## config.mk

```make
export PLATFORM = sky130hd
export DESIGN_NAME = lcs_scheduler
export DESIGN_NICKNAME = d
export VERILOG_FILES = /design/src/include/lcs_pkg.sv /design/src/lcs_scheduler.sv
export VERILOG_INCLUDE_DIRS = /design/src /design/src/include
export SDC_FILE = /design/constraint.sdc
export NUM_CORES = 2
export LEC_CHECK = 0
export ABC_AREA = 0
export BUFFER_PORTS_ARGS = -buffer_cell sky130_fd_sc_hd__buf_2
export CAP_MARGIN = 20
export CORE_MARGIN = 2
export CORE_UTILIZATION = 44
export CTS_CLUSTER_SIZE = 40
export DETAILED_ROUTE_END_ITERATION = 6
export GPL_ROUTABILITY_DRIVEN = 0
export PLACE_DENSITY = 0.7
export SYNTH_ARGS = -nofsm -noshare
export SYNTH_HDL_FRONTEND = slang
export SYNTH_SLANG_ARGS = --single-unit
export TNS_END_PERCENT = 50
```

## constraint.sdc

```tcl
create_clock -name mclk -period 17.6 [get_ports mclk]
set_clock_uncertainty 0.15 [all_clocks]
set_input_delay 2.64 -clock mclk [delete_from_list [all_inputs] [get_ports mclk]]
set_output_delay 2.64 -clock mclk [all_outputs]
set_load 0.02 [all_outputs]
```

## src/include/lcs_defines.svh

```systemverilog
`ifndef LCS_DEFINES_SVH
`define LCS_DEFINES_SVH
// ****************************************
// sizes
// ****************************************
`define LCS_NCH          6
`define LCS_NOUT         26
`define LCS_ALL_CH       6'h3f
`define LCS_NO_CH        6'h00
// ****************************************
// register addresses
// ****************************************
`define LCS_A_CHAN_LIST  8'h01
`define LCS_A_CHCFG0     8'h02
`define LCS_A_CHCFG5     8'h07
`define LCS_A_COUNT0     8'h08
`define LCS_A_COUNT2     8'h0a
`define LCS_A_PERIOD_H   8'h0b
`define LCS_A_PERIOD_L   8'h0c
`define LCS_A_BURST      8'h0d
`define LCS_A_IRQ_EN     8'h0e
`define LCS_A_COMMAND    8'h0f
`define LCS_A_RESPONSE   8'h10
`define LCS_A_FLAGS      8'h12
`define LCS_A_OUT_FIRST  8'h13
`define LCS_A_OUT_LAST   8'h2c
// ****************************************
// fields, commands, codes
// ****************************************
`define LCS_CFG_FMT24    2
`define LCS_CFG_CNT_HI   1
`define LCS_CFG_CNT_LO   0
`define LCS_BURST_EN     7
`define LCS_BURST_CNT_HI 6
`define LCS_CMD_RST_CTR  8'h01
`define LCS_CMD_FORCE    8'h02
`define LCS_CMD_PAUSE    8'h03
`define LCS_CMD_START    8'h04
`define LCS_ERR_OVERFLOW 8'h13
`define LCS_CTR_RESET    4'hf
`define LCS_W16          7'h02
`define LCS_W24          7'h03
// ****************************************
// timing
// ****************************************
`define LCS_CLK_NS       25
`define LCS_TICK_NS      800000
`endif

```

## src/include/lcs_pkg.sv

```systemverilog
package lcs_pkg;
  typedef enum logic [1:0] {
    lcs_st_idle   = 2'b00,
    lcs_st_busy   = 2'b01,
    lcs_st_commit = 2'b10,
    lcs_st_flags  = 2'b11
  } lcs_state_type;

  typedef struct packed {
    logic       start;
    logic [2:0] chan;
  } lcs_meas_req_type;

  typedef struct packed {
    logic        done;
    logic [23:0] result;
  } lcs_meas_ans_type;
endpackage : lcs_pkg

```

## src/lcs_scheduler.sv

```systemverilog
// Local design decisions: the address map and the plain strobed port.
`timescale 1ns/1ps
`include "lcs_defines.svh"
// How it works
// RULE1 - only channels in the enable list are measured and decide packing
// RULE2 - results pack upward from the first byte, lowest channel first, no gaps
// RULE3 - each enabled channel takes two or three bytes by its format bit
// RULE4 - most significant byte lowest, then middle, then least significant
// RULE5 - placement depends on list and formats only, not on flags or mask
// RULE6 - valid data follows flags, forced batch end, or whole burst end
// RULE7 - burst repeats the channel set at higher addresses without padding
// RULE8 - autonomous channel starts a measurement when its own timer trips
// RULE9 - after completion is flagged the channel timer restarts
// RULE10 - host must read an autonomous result before the next one lands
// RULE11 - force runs every enabled channel without a rate counter once, lowest first, back to back
// RULE12 - forced results flag all their channels in the same cycle
// RULE13 - force acts only on channels with no rate counter selected
// RULE14 - burst control bit 7 enables burst, bits 6:0 give set count
// RULE15 - burst runs all enabled channels on the group period, no counters
// RULE16 - start begins a burst, pause suspends it, sets repeat per period
// RULE17 - within a burst set channels run consecutively lowest to highest
// RULE18 - burst ends at count or full field, then flags every enabled channel
// RULE19 - burst copies all output bytes first, flags and interrupt after
// RULE20 - interrupt rises when a flagged channel has its enable bit set
// RULE21 - reading the flag register clears all flag bits
// RULE22 - host should read flags and results in one sequential read
// RULE23 - flag bits 0 to 5 mark channel results ready, at address 0x12
// RULE24 - one group period count stands for 800 us
// RULE25 - burst larger than the output field reports error code 0x13
// RULE26 - clear on read acts after the byte is returned; new sets survive
module lcs_scheduler #(
  parameter int unsigned TICK_CYCLES = `LCS_TICK_NS / `LCS_CLK_NS
) (
  input  wire logic                      mclk,
  input  wire logic                      nrst,
  input  wire logic [7:0]                addr,
  input  wire logic [7:0]                wdata,
  input  wire logic                      wr_en,
  input  wire logic                      rd_en,
  output logic [7:0]                     rdata,
  output lcs_pkg::lcs_meas_req_type      meas_req,
  input  wire lcs_pkg::lcs_meas_ans_type meas_ans,
  output logic                           irq
);
  // ****************************************
  // storage
  // ****************************************
  logic [5:0]  chan_list;
  logic [7:0]  chcfg [`LCS_NCH];
  logic [7:0]  meas_count [3];
  logic [15:0] group_period;
  logic [7:0]  burst_cfg;
  logic [5:0]  irq_en;
  logic [5:0]  flags;
  logic [7:0]  out_buf [`LCS_NOUT];
  logic [7:0]  shadow [`LCS_NOUT];
  logic [7:0]  response;
  logic        auto_on;
  logic        burst_on;
  logic        paused;
  logic [5:0]  force_mask;
  logic [6:0]  base;
  logic [6:0]  sets;
  logic [5:0]  pending;
  logic [2:0]  cur;
  logic [5:0]  waiting;
  logic [7:0]  ch_cnt [`LCS_NCH];
  logic [31:0] tick_cnt;
  logic [15:0] grp_cnt;
  lcs_pkg::lcs_state_type state;

  // ****************************************
  // packing arithmetic
  // ****************************************
  function automatic logic [6:0] chan_offset(input logic [5:0] list,
                                             input logic [5:0] fmt,
                                             input int         ch);
    logic [6:0] sum;
    sum = 7'h00;
    for (int i = 0; i < `LCS_NCH; i++) begin
      if (i < ch && list[i]) begin
        sum = sum + (fmt[i] ? `LCS_W24 : `LCS_W16);
      end
    end
    return sum;
  endfunction : chan_offset

  function automatic logic [2:0] lowest(input logic [5:0] v);
    logic [2:0] r;
    r = 3'h0;
    for (int i = `LCS_NCH - 1; i >= 0; i--) begin
      if (v[i]) begin
        r = 3'(i);
      end
    end
    return r;
  endfunction : lowest

  logic [5:0]  fmt24;
  logic [5:0]  no_ctr;
  logic [6:0]  set_size;
  logic [6:0]  wr_off;
  logic [23:0] res;
  logic        done_fire;
  logic [5:0]  cur_bit;
  logic        set_end;
  logic        burst_last;
  logic        force_end;
  logic        cmd_wr;
  logic        running;
  logic        tick;
  logic        grp;
  logic [5:0]  trip;
  logic [5:0]  flag_set;
  logic [5:0]  flag_clr;
  logic [13:0] burst_need;

  always_comb begin
    for (int i = 0; i < `LCS_NCH; i++) begin
      fmt24[i]  = chcfg[i][`LCS_CFG_FMT24];
      no_ctr[i] = chcfg[i][`LCS_CFG_CNT_HI:`LCS_CFG_CNT_LO] == 2'b00;
    end
  end

  assign set_size  = chan_offset(chan_list, fmt24, `LCS_NCH);
  assign done_fire = state == lcs_pkg::lcs_st_busy && meas_ans.done;
  assign cur_bit   = 6'h01 << cur;
  assign res       = meas_ans.result;
  // placement only reads list and formats, never flags or irq mask
  assign wr_off    = (burst_on ? base : 7'h00)
                   + chan_offset(chan_list, fmt24, int'(cur)); // RULE2 RULE5 RULE7
  assign set_end   = done_fire && burst_on && (pending & ~cur_bit) == 6'h00;
  assign burst_last = {1'b0, sets} + 8'h01
                      >= {1'b0, burst_cfg[`LCS_BURST_CNT_HI:0]}
                   || {1'b0, base} + {set_size, 1'b0}
                      > 8'(`LCS_NOUT); // RULE18
  assign force_end = done_fire && !burst_on && (force_mask & cur_bit) != 0
                   && (force_mask & pending & ~cur_bit) == 6'h00;
  assign cmd_wr    = wr_en && addr == `LCS_A_COMMAND;
  assign running   = (auto_on || burst_on) && !paused;
  assign burst_need = 14'(burst_cfg[`LCS_BURST_CNT_HI:0]) * 14'(set_size);

  // ****************************************
  // register writes
  // ****************************************
  always_ff @(posedge mclk or negedge nrst) begin
    if (!nrst) begin
      chan_list    <= `LCS_NO_CH;
      group_period <= 16'h0000;
      burst_cfg    <= 8'h00;
      irq_en       <= `LCS_NO_CH;
      for (int i = 0; i < `LCS_NCH; i++) begin
        chcfg[i] <= 8'h00;
      end
      for (int i = 0; i < 3; i++) begin
        meas_count[i] <= 8'h00;
      end
    end else if (wr_en) begin
      if (addr == `LCS_A_CHAN_LIST) begin
        chan_list <= wdata[5:0]; // RULE1
      end else if (addr >= `LCS_A_CHCFG0 && addr <= `LCS_A_CHCFG5) begin
        chcfg[3'(addr - `LCS_A_CHCFG0)] <= wdata;
      end else if (addr >= `LCS_A_COUNT0 && addr <= `LCS_A_COUNT2) begin
        meas_count[2'(addr - `LCS_A_COUNT0)] <= wdata;
      end else if (addr == `LCS_A_PERIOD_H) begin
        group_period[15:8] <= wdata;
      end else if (addr == `LCS_A_PERIOD_L) begin
        group_period[7:0] <= wdata;
      end else if (addr == `LCS_A_BURST) begin
        burst_cfg <= wdata; // RULE14
      end else if (addr == `LCS_A_IRQ_EN) begin
        irq_en <= wdata[5:0];
      end
    end
  end

  // ****************************************
  // commands and modes
  // ****************************************
  always_ff @(posedge mclk or negedge nrst) begin
    if (!nrst) begin
      auto_on    <= 1'b0;
      burst_on   <= 1'b0;
      paused     <= 1'b0;
      force_mask <= `LCS_NO_CH;
      base       <= 7'h00;
      sets       <= 7'h00;
      response   <= {4'h0, `LCS_CTR_RESET};
    end else begin
      if (cmd_wr && wdata == `LCS_CMD_START) begin
        paused <= 1'b0; // RULE16
        if (!auto_on && !burst_on) begin
          base <= 7'h00;
          sets <= 7'h00;
          if (burst_cfg[`LCS_BURST_EN]) begin
            burst_on <= 1'b1; // RULE14
          end else begin
            auto_on <= 1'b1;
          end
          if (burst_cfg[`LCS_BURST_EN] && burst_need > 14'(`LCS_NOUT)) begin
            response <= `LCS_ERR_OVERFLOW; // RULE25
          end
        end
      end else if (cmd_wr && wdata == `LCS_CMD_PAUSE) begin
        paused <= 1'b1; // RULE16
      end else if (cmd_wr && wdata == `LCS_CMD_FORCE) begin
        force_mask <= chan_list & no_ctr; // RULE13
      end else if (cmd_wr && wdata == `LCS_CMD_RST_CTR) begin
        response <= 8'h00;
      end
      if (set_end) begin
        base <= base + set_size; // RULE7
        sets <= sets + 7'h01;
      end
      if (force_end) begin
        force_mask <= `LCS_NO_CH;
      end
      if (state == lcs_pkg::lcs_st_flags) begin
        burst_on <= 1'b0;
      end
    end
  end

  // ****************************************
  // tick and group period
  // ****************************************
  assign tick = running && tick_cnt == TICK_CYCLES - 1;
  assign grp  = tick && {16'h0000, grp_cnt} + 32'h1 >= {16'h0000, group_period};

  always_ff @(posedge mclk or negedge nrst) begin
    if (!nrst) begin
      tick_cnt <= 32'h0;
      grp_cnt  <= 16'h0000;
    end else if (!running) begin
      tick_cnt <= 32'h0;
      grp_cnt  <= 16'h0000;
    end else begin
      tick_cnt <= tick ? 32'h0 : tick_cnt + 32'h1; // RULE24
      if (grp) begin
        grp_cnt <= 16'h0000;
      end else if (tick) begin
        grp_cnt <= grp_cnt + 16'h0001;
      end
    end
  end

  // ****************************************
  // per-channel timers
  // ****************************************
  always_comb begin
    for (int i = 0; i < `LCS_NCH; i++) begin
      trip[i] = auto_on && grp && chan_list[i] && !no_ctr[i] && !waiting[i]
             && {1'b0, ch_cnt[i]} + 9'h001
                >= {1'b0, meas_count[chcfg[i][`LCS_CFG_CNT_HI:0] - 2'b01]};
    end
  end

  always_ff @(posedge mclk or negedge nrst) begin
    if (!nrst) begin
      waiting <= `LCS_NO_CH;
      for (int i = 0; i < `LCS_NCH; i++) begin
        ch_cnt[i] <= 8'h00;
      end
    end else begin
      for (int i = 0; i < `LCS_NCH; i++) begin
        if (trip[i]) begin
          waiting[i] <= 1'b1; // RULE8
          ch_cnt[i]  <= 8'h00;
        end else if (done_fire && cur == 3'(i)) begin
          waiting[i] <= 1'b0; // RULE9
        end else if (!auto_on || paused) begin
          // timers start from zero on start and again on resume
          ch_cnt[i] <= 8'h00;
        end else if (grp && !waiting[i]) begin
          ch_cnt[i] <= ch_cnt[i] + 8'h01;
        end
      end
    end
  end

  // ****************************************
  // measurement engine
  // ****************************************
  always_ff @(posedge mclk or negedge nrst) begin
    if (!nrst) begin
      state    <= lcs_pkg::lcs_st_idle;
      pending  <= `LCS_NO_CH;
      cur      <= 3'h0;
      meas_req <= '0;
    end else begin
      meas_req.start <= 1'b0;
      case (state)
        lcs_pkg::lcs_st_idle: begin
          if (pending != `LCS_NO_CH) begin
            meas_req.start <= 1'b1; // RULE11 RULE17
            meas_req.chan  <= lowest(pending);
            cur            <= lowest(pending);
            state          <= lcs_pkg::lcs_st_busy;
          end
        end
        lcs_pkg::lcs_st_busy: begin
          if (done_fire) begin
            state <= (set_end && burst_last) ? lcs_pkg::lcs_st_commit
                                             : lcs_pkg::lcs_st_idle;
          end
        end
        lcs_pkg::lcs_st_commit: begin
          state <= lcs_pkg::lcs_st_flags; // RULE19
        end
        default: begin
          state <= lcs_pkg::lcs_st_idle;
        end
      endcase
      pending <= (pending & ~(done_fire ? cur_bit : `LCS_NO_CH))
               | trip
               | (cmd_wr && wdata == `LCS_CMD_FORCE ? chan_list & no_ctr
                                                    : `LCS_NO_CH) // RULE13
               // a group event that meets a set in flight is dropped, so
               // two sets never interleave
               | (burst_on && grp && pending == `LCS_NO_CH
                  && state == lcs_pkg::lcs_st_idle ? chan_list
                                                   : `LCS_NO_CH); // RULE15
    end
  end

  // ****************************************
  // result bytes
  // ****************************************
  always_ff @(posedge mclk or negedge nrst) begin
    if (!nrst) begin
      for (int i = 0; i < `LCS_NOUT; i++) begin
        out_buf[i] <= 8'h00;
        shadow[i]  <= 8'h00;
      end
    end else if (state == lcs_pkg::lcs_st_commit) begin
      out_buf <= shadow; // RULE19
    end else if (done_fire && wr_off < 7'(`LCS_NOUT)) begin
      // msb lowest; 16-bit results drop the top byte
      if (burst_on) begin
        if (fmt24[cur]) begin
          shadow[5'(wr_off)]         <= res[23:16];
          shadow[5'(wr_off + 7'h01)] <= res[15:8];
          shadow[5'(wr_off + 7'h02)] <= res[7:0];
        end else begin
          shadow[5'(wr_off)]         <= res[15:8];
          shadow[5'(wr_off + 7'h01)] <= res[7:0];
        end
      end else if (fmt24[cur]) begin
        out_buf[5'(wr_off)]         <= res[23:16]; // RULE4 RULE3
        out_buf[5'(wr_off + 7'h01)] <= res[15:8];
        out_buf[5'(wr_off + 7'h02)] <= res[7:0];
      end else begin
        out_buf[5'(wr_off)]         <= res[15:8]; // RULE4 RULE3
        out_buf[5'(wr_off + 7'h01)] <= res[7:0];
      end
    end
  end

  // ****************************************
  // completion flags, read port, interrupt
  // ****************************************
  assign flag_set = (done_fire && !burst_on && (force_mask & cur_bit) == 0
                     ? cur_bit : `LCS_NO_CH)
                  | (force_end ? force_mask : `LCS_NO_CH) // RULE12 RULE6
                  | (state == lcs_pkg::lcs_st_flags ? chan_list
                                                    : `LCS_NO_CH); // RULE18
  assign flag_clr = rd_en && addr == `LCS_A_FLAGS ? `LCS_ALL_CH : `LCS_NO_CH;

  // set beats clear, so a completion in the read cycle is not lost
  always_ff @(posedge mclk or negedge nrst) begin
    if (!nrst) begin
      flags <= `LCS_NO_CH;
    end else begin
      flags <= (flags & ~flag_clr) | flag_set; // RULE21 RULE26 RULE23
    end
  end

  always_ff @(posedge mclk or negedge nrst) begin
    if (!nrst) begin
      rdata <= 8'h00;
    end else if (rd_en) begin
      if (addr == `LCS_A_FLAGS) begin
        rdata <= {2'b00, flags}; // RULE23
      end else if (addr >= `LCS_A_OUT_FIRST && addr <= `LCS_A_OUT_LAST) begin
        rdata <= out_buf[5'(addr - `LCS_A_OUT_FIRST)];
      end else if (addr == `LCS_A_RESPONSE) begin
        rdata <= response;
      end else if (addr == `LCS_A_CHAN_LIST) begin
        rdata <= {2'b00, chan_list};
      end else if (addr == `LCS_A_BURST) begin
        rdata <= burst_cfg;
      end else if (addr == `LCS_A_IRQ_EN) begin
        rdata <= {2'b00, irq_en};
      end else begin
        rdata <= 8'h00;
      end
    end else begin
      rdata <= 8'h00;
    end
  end

  always_ff @(posedge mclk or negedge nrst) begin
    if (!nrst) begin
      irq <= 1'b0;
    end else begin
      irq <= (flags & irq_en) != `LCS_NO_CH; // RULE20
    end
  end
endmodule : lcs_scheduler

```

==> metrics.md <==
| Metric | Value |
|---|---|
| Outcome | `finished with violations` |
| Violated checks | `DRC` |
| Cell taking the most area after synthesis | `dfrtp_1` |
| Post-synth EDFFs | `0` |
| Worst-Skew Late Latency | `0.67 ns` |
| Root buf cell | `clkbuf_16` |
| PortBufs | `57` |
| Clock Pin Slew Worst Setup and Hold Paths | `0.06 ns` |
| Post-CTS resize count | `0` |
| Routed WL | `144000 um` |
| Synth top area cells | `dfrtp_1 (38%), ha_1 (4.7%), nand2_1 (4.5%)` |
| Final Core Density | `0.482` |
| Max Fclk | `105 MHz` |
| Worst slew margin | `0.101` |
| Sinks on Clock Net | `649` |
| Setup Viol. Count Final | `0` |
| Vias in the first global route | `37000` |
| Chip width | `316 um` |
| Placed insts | `5737` |
| Critical R2R Launch | `cur[1]` |
| Maximum vdd ir drop | `0.0900 mV` |
| RSZ-0062 raised after global routing | `no` |
| XOR/XNOR Fraction of Synth Area | `0.0261` |
| Seq/Total Area, Yosys | `0.378` |
| Sequential power share | `0.422` |
| Largest family of logic cells by synthesized area | `compound AO/OA/AOI/OAI gates` |
| Metal3 WL | `17100 um` |
| Worst-path fanout max | `16` |
| Synth Area in Adders | `0.0595` |
| Unique masters post-synth | `122` |
| Post-synthesis mux area share | `0.0923` |
| GRT Util Overall | `0.284` |
| Std-Cell Rows | `114` |
| Die Ht | `316 um` |
| Number of hold buffers added after cts | `0` |
| Total die area | `100000 um^2` |
| Fin. Hold Viols | `0` |
| Pwr/cell area | `80.1 nW/um^2` |
| Crit. End Element | `flip-flop` |
| Initial Util | `0.444` |
| Top_reg_cell synth | `dfrtp_1` |
| Most frequent cell after synthesis | `dfrtp_1` |
| H-tree depth | `3` |
| Footprint of the multi-input gates | `24800 um^2` |
| Reg area | `16200 um^2` |
| P_int | `around 2700 uW` |
| Yosys warnings | `0` |
| Io pins | `between 50 and 60` |
| Setup Fix Bufs, Post-CTS | `0` |
| Post-DRT Antenna Nets | `0` |
| Drt drc | `15` |
| Finished Layout Cells | `between 5000 and 6000` |
| Clock buffer count from CTS | `74` |
| Max-cap violations | `0` |
| Vias per cell | `6.62` |
| Post-DR wirelength/cell | `24.5 um` |
| Top cells by count, synth | `dfrtp_1 (647), nand2_1 (511), nor2_1 (395)` |
| Setup TNS | `0 ns` |
| Initial antenna violation count | `7` |
| P_sw | `approximately 1100 uW` |
| HPWL Detailed | `about 94000 um` |
| Syn Area/Cell | `9.20 um^2` |
| Min-delay src | `shadow[113]` |
| Nets | `4776` |
| Initial DRC Count | `5922` |
| Worst-Margin Slew | `1.35 ns` |
| P_leak | `0.0202 uW` |
| Clock share of power | `0.439` |
| Area Overhead vs Synth | `8.56%` |
| Post-synth ARST share | `1.00` |
| TritonCTS clock tree | `yes` |
| Post-Syn Area | `42900 um^2` |
| Worst Setup SP | `cur[1]` |
| Gr ovfl total | `0` |
| Clk buf depth | `3` |
| Complex-gate fraction of the synthesized area | `0.238` |
| Max Slew Vio Count | `0` |
| CP required | `around 18 ns` |
| Simple-Gate Fraction of Synth Area | `0.161` |
| Pre-antenna DRT Iters | `7` |
| Via count | `38900` |
| Metal2 WL | `62900 um` |
| Post-layout minimum cycle time | `9.53 ns` |
| FILL cells | `8911` |
| Share of post-route cells with drive strength above 1 | `0.121` |
| Met1 WL | `56400 um` |
| First-pass GRT wire length | `221000 um` |
| Core Box Area | `96700 um^2` |
| Fin crit share | `0.541` |
| Top layer in use | `met5` |
| Maximum number of pins on one net before global-route repair | `175` |
| WP data arrival | `9.92 ns` |
| Top cell type's share of synthesized area | `0.377` |
| Comb pwr share | `0.139` |
| Sw Ratio | `0.288` |
| WS Path Type | `reg2reg` |
| Cell count after synthesis | `4666` |
| Hold/Removal Path Class | `reg2reg` |
| Synth Register Bits | `approximately 650` |
| Startpoint types | `flip-flop` |
-- logic make-up after synthesis --
group,Yosys count
adders and majority gates,188
other,2
muxes,307
xor gates and xnor gates,123
buffers and inverters,471
DFF,649
and+or+nand+nor,1482
AOI/OAI and AO/OA,1444
-- critical path, cell delays in order, from the launching register on --
cell	delay, ns
dfrtp_1	0.55
or2_2	0.39
nor2_1	0.27
nor2_1	0.08
ha_1	0.19
inv_1	0.05
ha_1	0.22
a211oi_1	0.23
a31oi_1	0.10
ha_1	0.34
mux2_2	0.30
ha_1	0.30
mux2_2	0.30
ha_1	0.30
mux2i_1	0.23
inv_1	0.08
ha_1	0.28
o21ai_0	0.46
inv_1	0.13
fa_1	0.47
xnor2_2	0.69
ha_1	0.51
nor3_1	0.97
nand2_1	0.57
o21ai_1	0.43
o21ai_1	0.40
mux2_2	0.40
-- path summary, 6_finish.rpt --
kind,to,slack (ns),cells past startpoint
max,shadow[15],8.07,26
min,out_buf[113],0.33,2
max reg2reg,shadow[15],8.07,26
min reg2reg,out_buf[113],0.33,2
max in group asynchronous,shadow[170],12.28,4
min in group asynchronous,response[4],1.84,1
-- flip-flops by register name (all words and copies together) (netlist names), 2 cells and up --
name          count
state             2
chcfg            18
grp_cnt          16
response          3
base              7
cur               3
pending           6
rdata             8
force_mask        6
tick_cnt         32
out_buf         208
chan_list         6
sets              7
irq_en            6
burst_cfg         8
ch_cnt           48
shadow          208
group_period     16
meas_count       24
flags             6
waiting           6
-- cell type report --
type | instances | share of cell area
Clock inverter | 31 | 0.00961
Antenna cell | 1 | 0.0000537
Timing Repair Buffer | 127 | 0.0181
Sequential cell | 649 | 0.348
Tap cell | 1276 | 0.0343
Inverter | 140 | 0.0113
Clock buffer | 101 | 0.0458
Multi-Input combinational cell | 3551 | 0.532
-- cell usage in the layout (no fill, tap or decap), drive strengths merged, types with 33 or more instances in the layout --
master / synthesis / final
mux2: 141 / 141
ha: 161 / 161
nand2b: 36 / 36
nor2: 406 / 406
dfrtp: 647 / 647
a22oi: 88 / 88
nand3: 150 / 150
clkbuf: 219 / 105
buf: 112 / 123
a221oi: 81 / 81
o211ai: 64 / 64
o22ai: 47 / 47
o21ai: 366 / 366
inv: 132 / 137
mux2i: 110 / 110
nand2: 516 / 516
a221o: 66 / 66
and2: 79 / 79
a22o: 67 / 67
a21oi: 273 / 273
nor2b: 33 / 33
a222oi: 70 / 70
mux4: 56 / 56
a31oi: 47 / 47
xnor2: 69 / 69
nor4: 41 / 41
xor2: 52 / 52
nor3: 99 / 99
a21o: 74 / 74
-- power groups by stage --
stage | logic (uW) | registers (uW) | clock network (uW)
3_5_place_dp | 499 | 1600 | 0
4_1_cts | 502 | 1570 | 1660
2_1_floorplan | 325 | 1580 | 0
6_report | 518 | 1580 | 1640
5_1_grt | 551 | 1580 | 1720
3_3_place_gp | 490 | 1600 | 0
-- stage by stage --
stage | setup WS (ns) | total power (uW) | hold slack (ns) | area, um^2
2_1_floorplan | 9.74 | 1900 | 0.287 | 43000
3_3_place_gp | 8.63 | 2090 | 0.303 | 44000
3_5_place_dp | 8.37 | 2100 | 0.313 | 44000
4_1_cts | 8.31 | 3740 | 0.326 | 46600
5_1_grt | 7.61 | 3850 | 0.340 | 46600
6_report | 8.07 | 3730 | 0.327 | 46600
-- metal layers --
| metal | up-vias | track usage |
|---|---|---|
| met3 | 594 | 0.0749 |
| met4 | 6 | 0.133 |
| met5 | - | 0 |
| li1 | 17100 | - |
| met1 | 18900 | 0.377 |
| met2 | 2289 | 0.434 |
(Power assumes the default switching activity.)
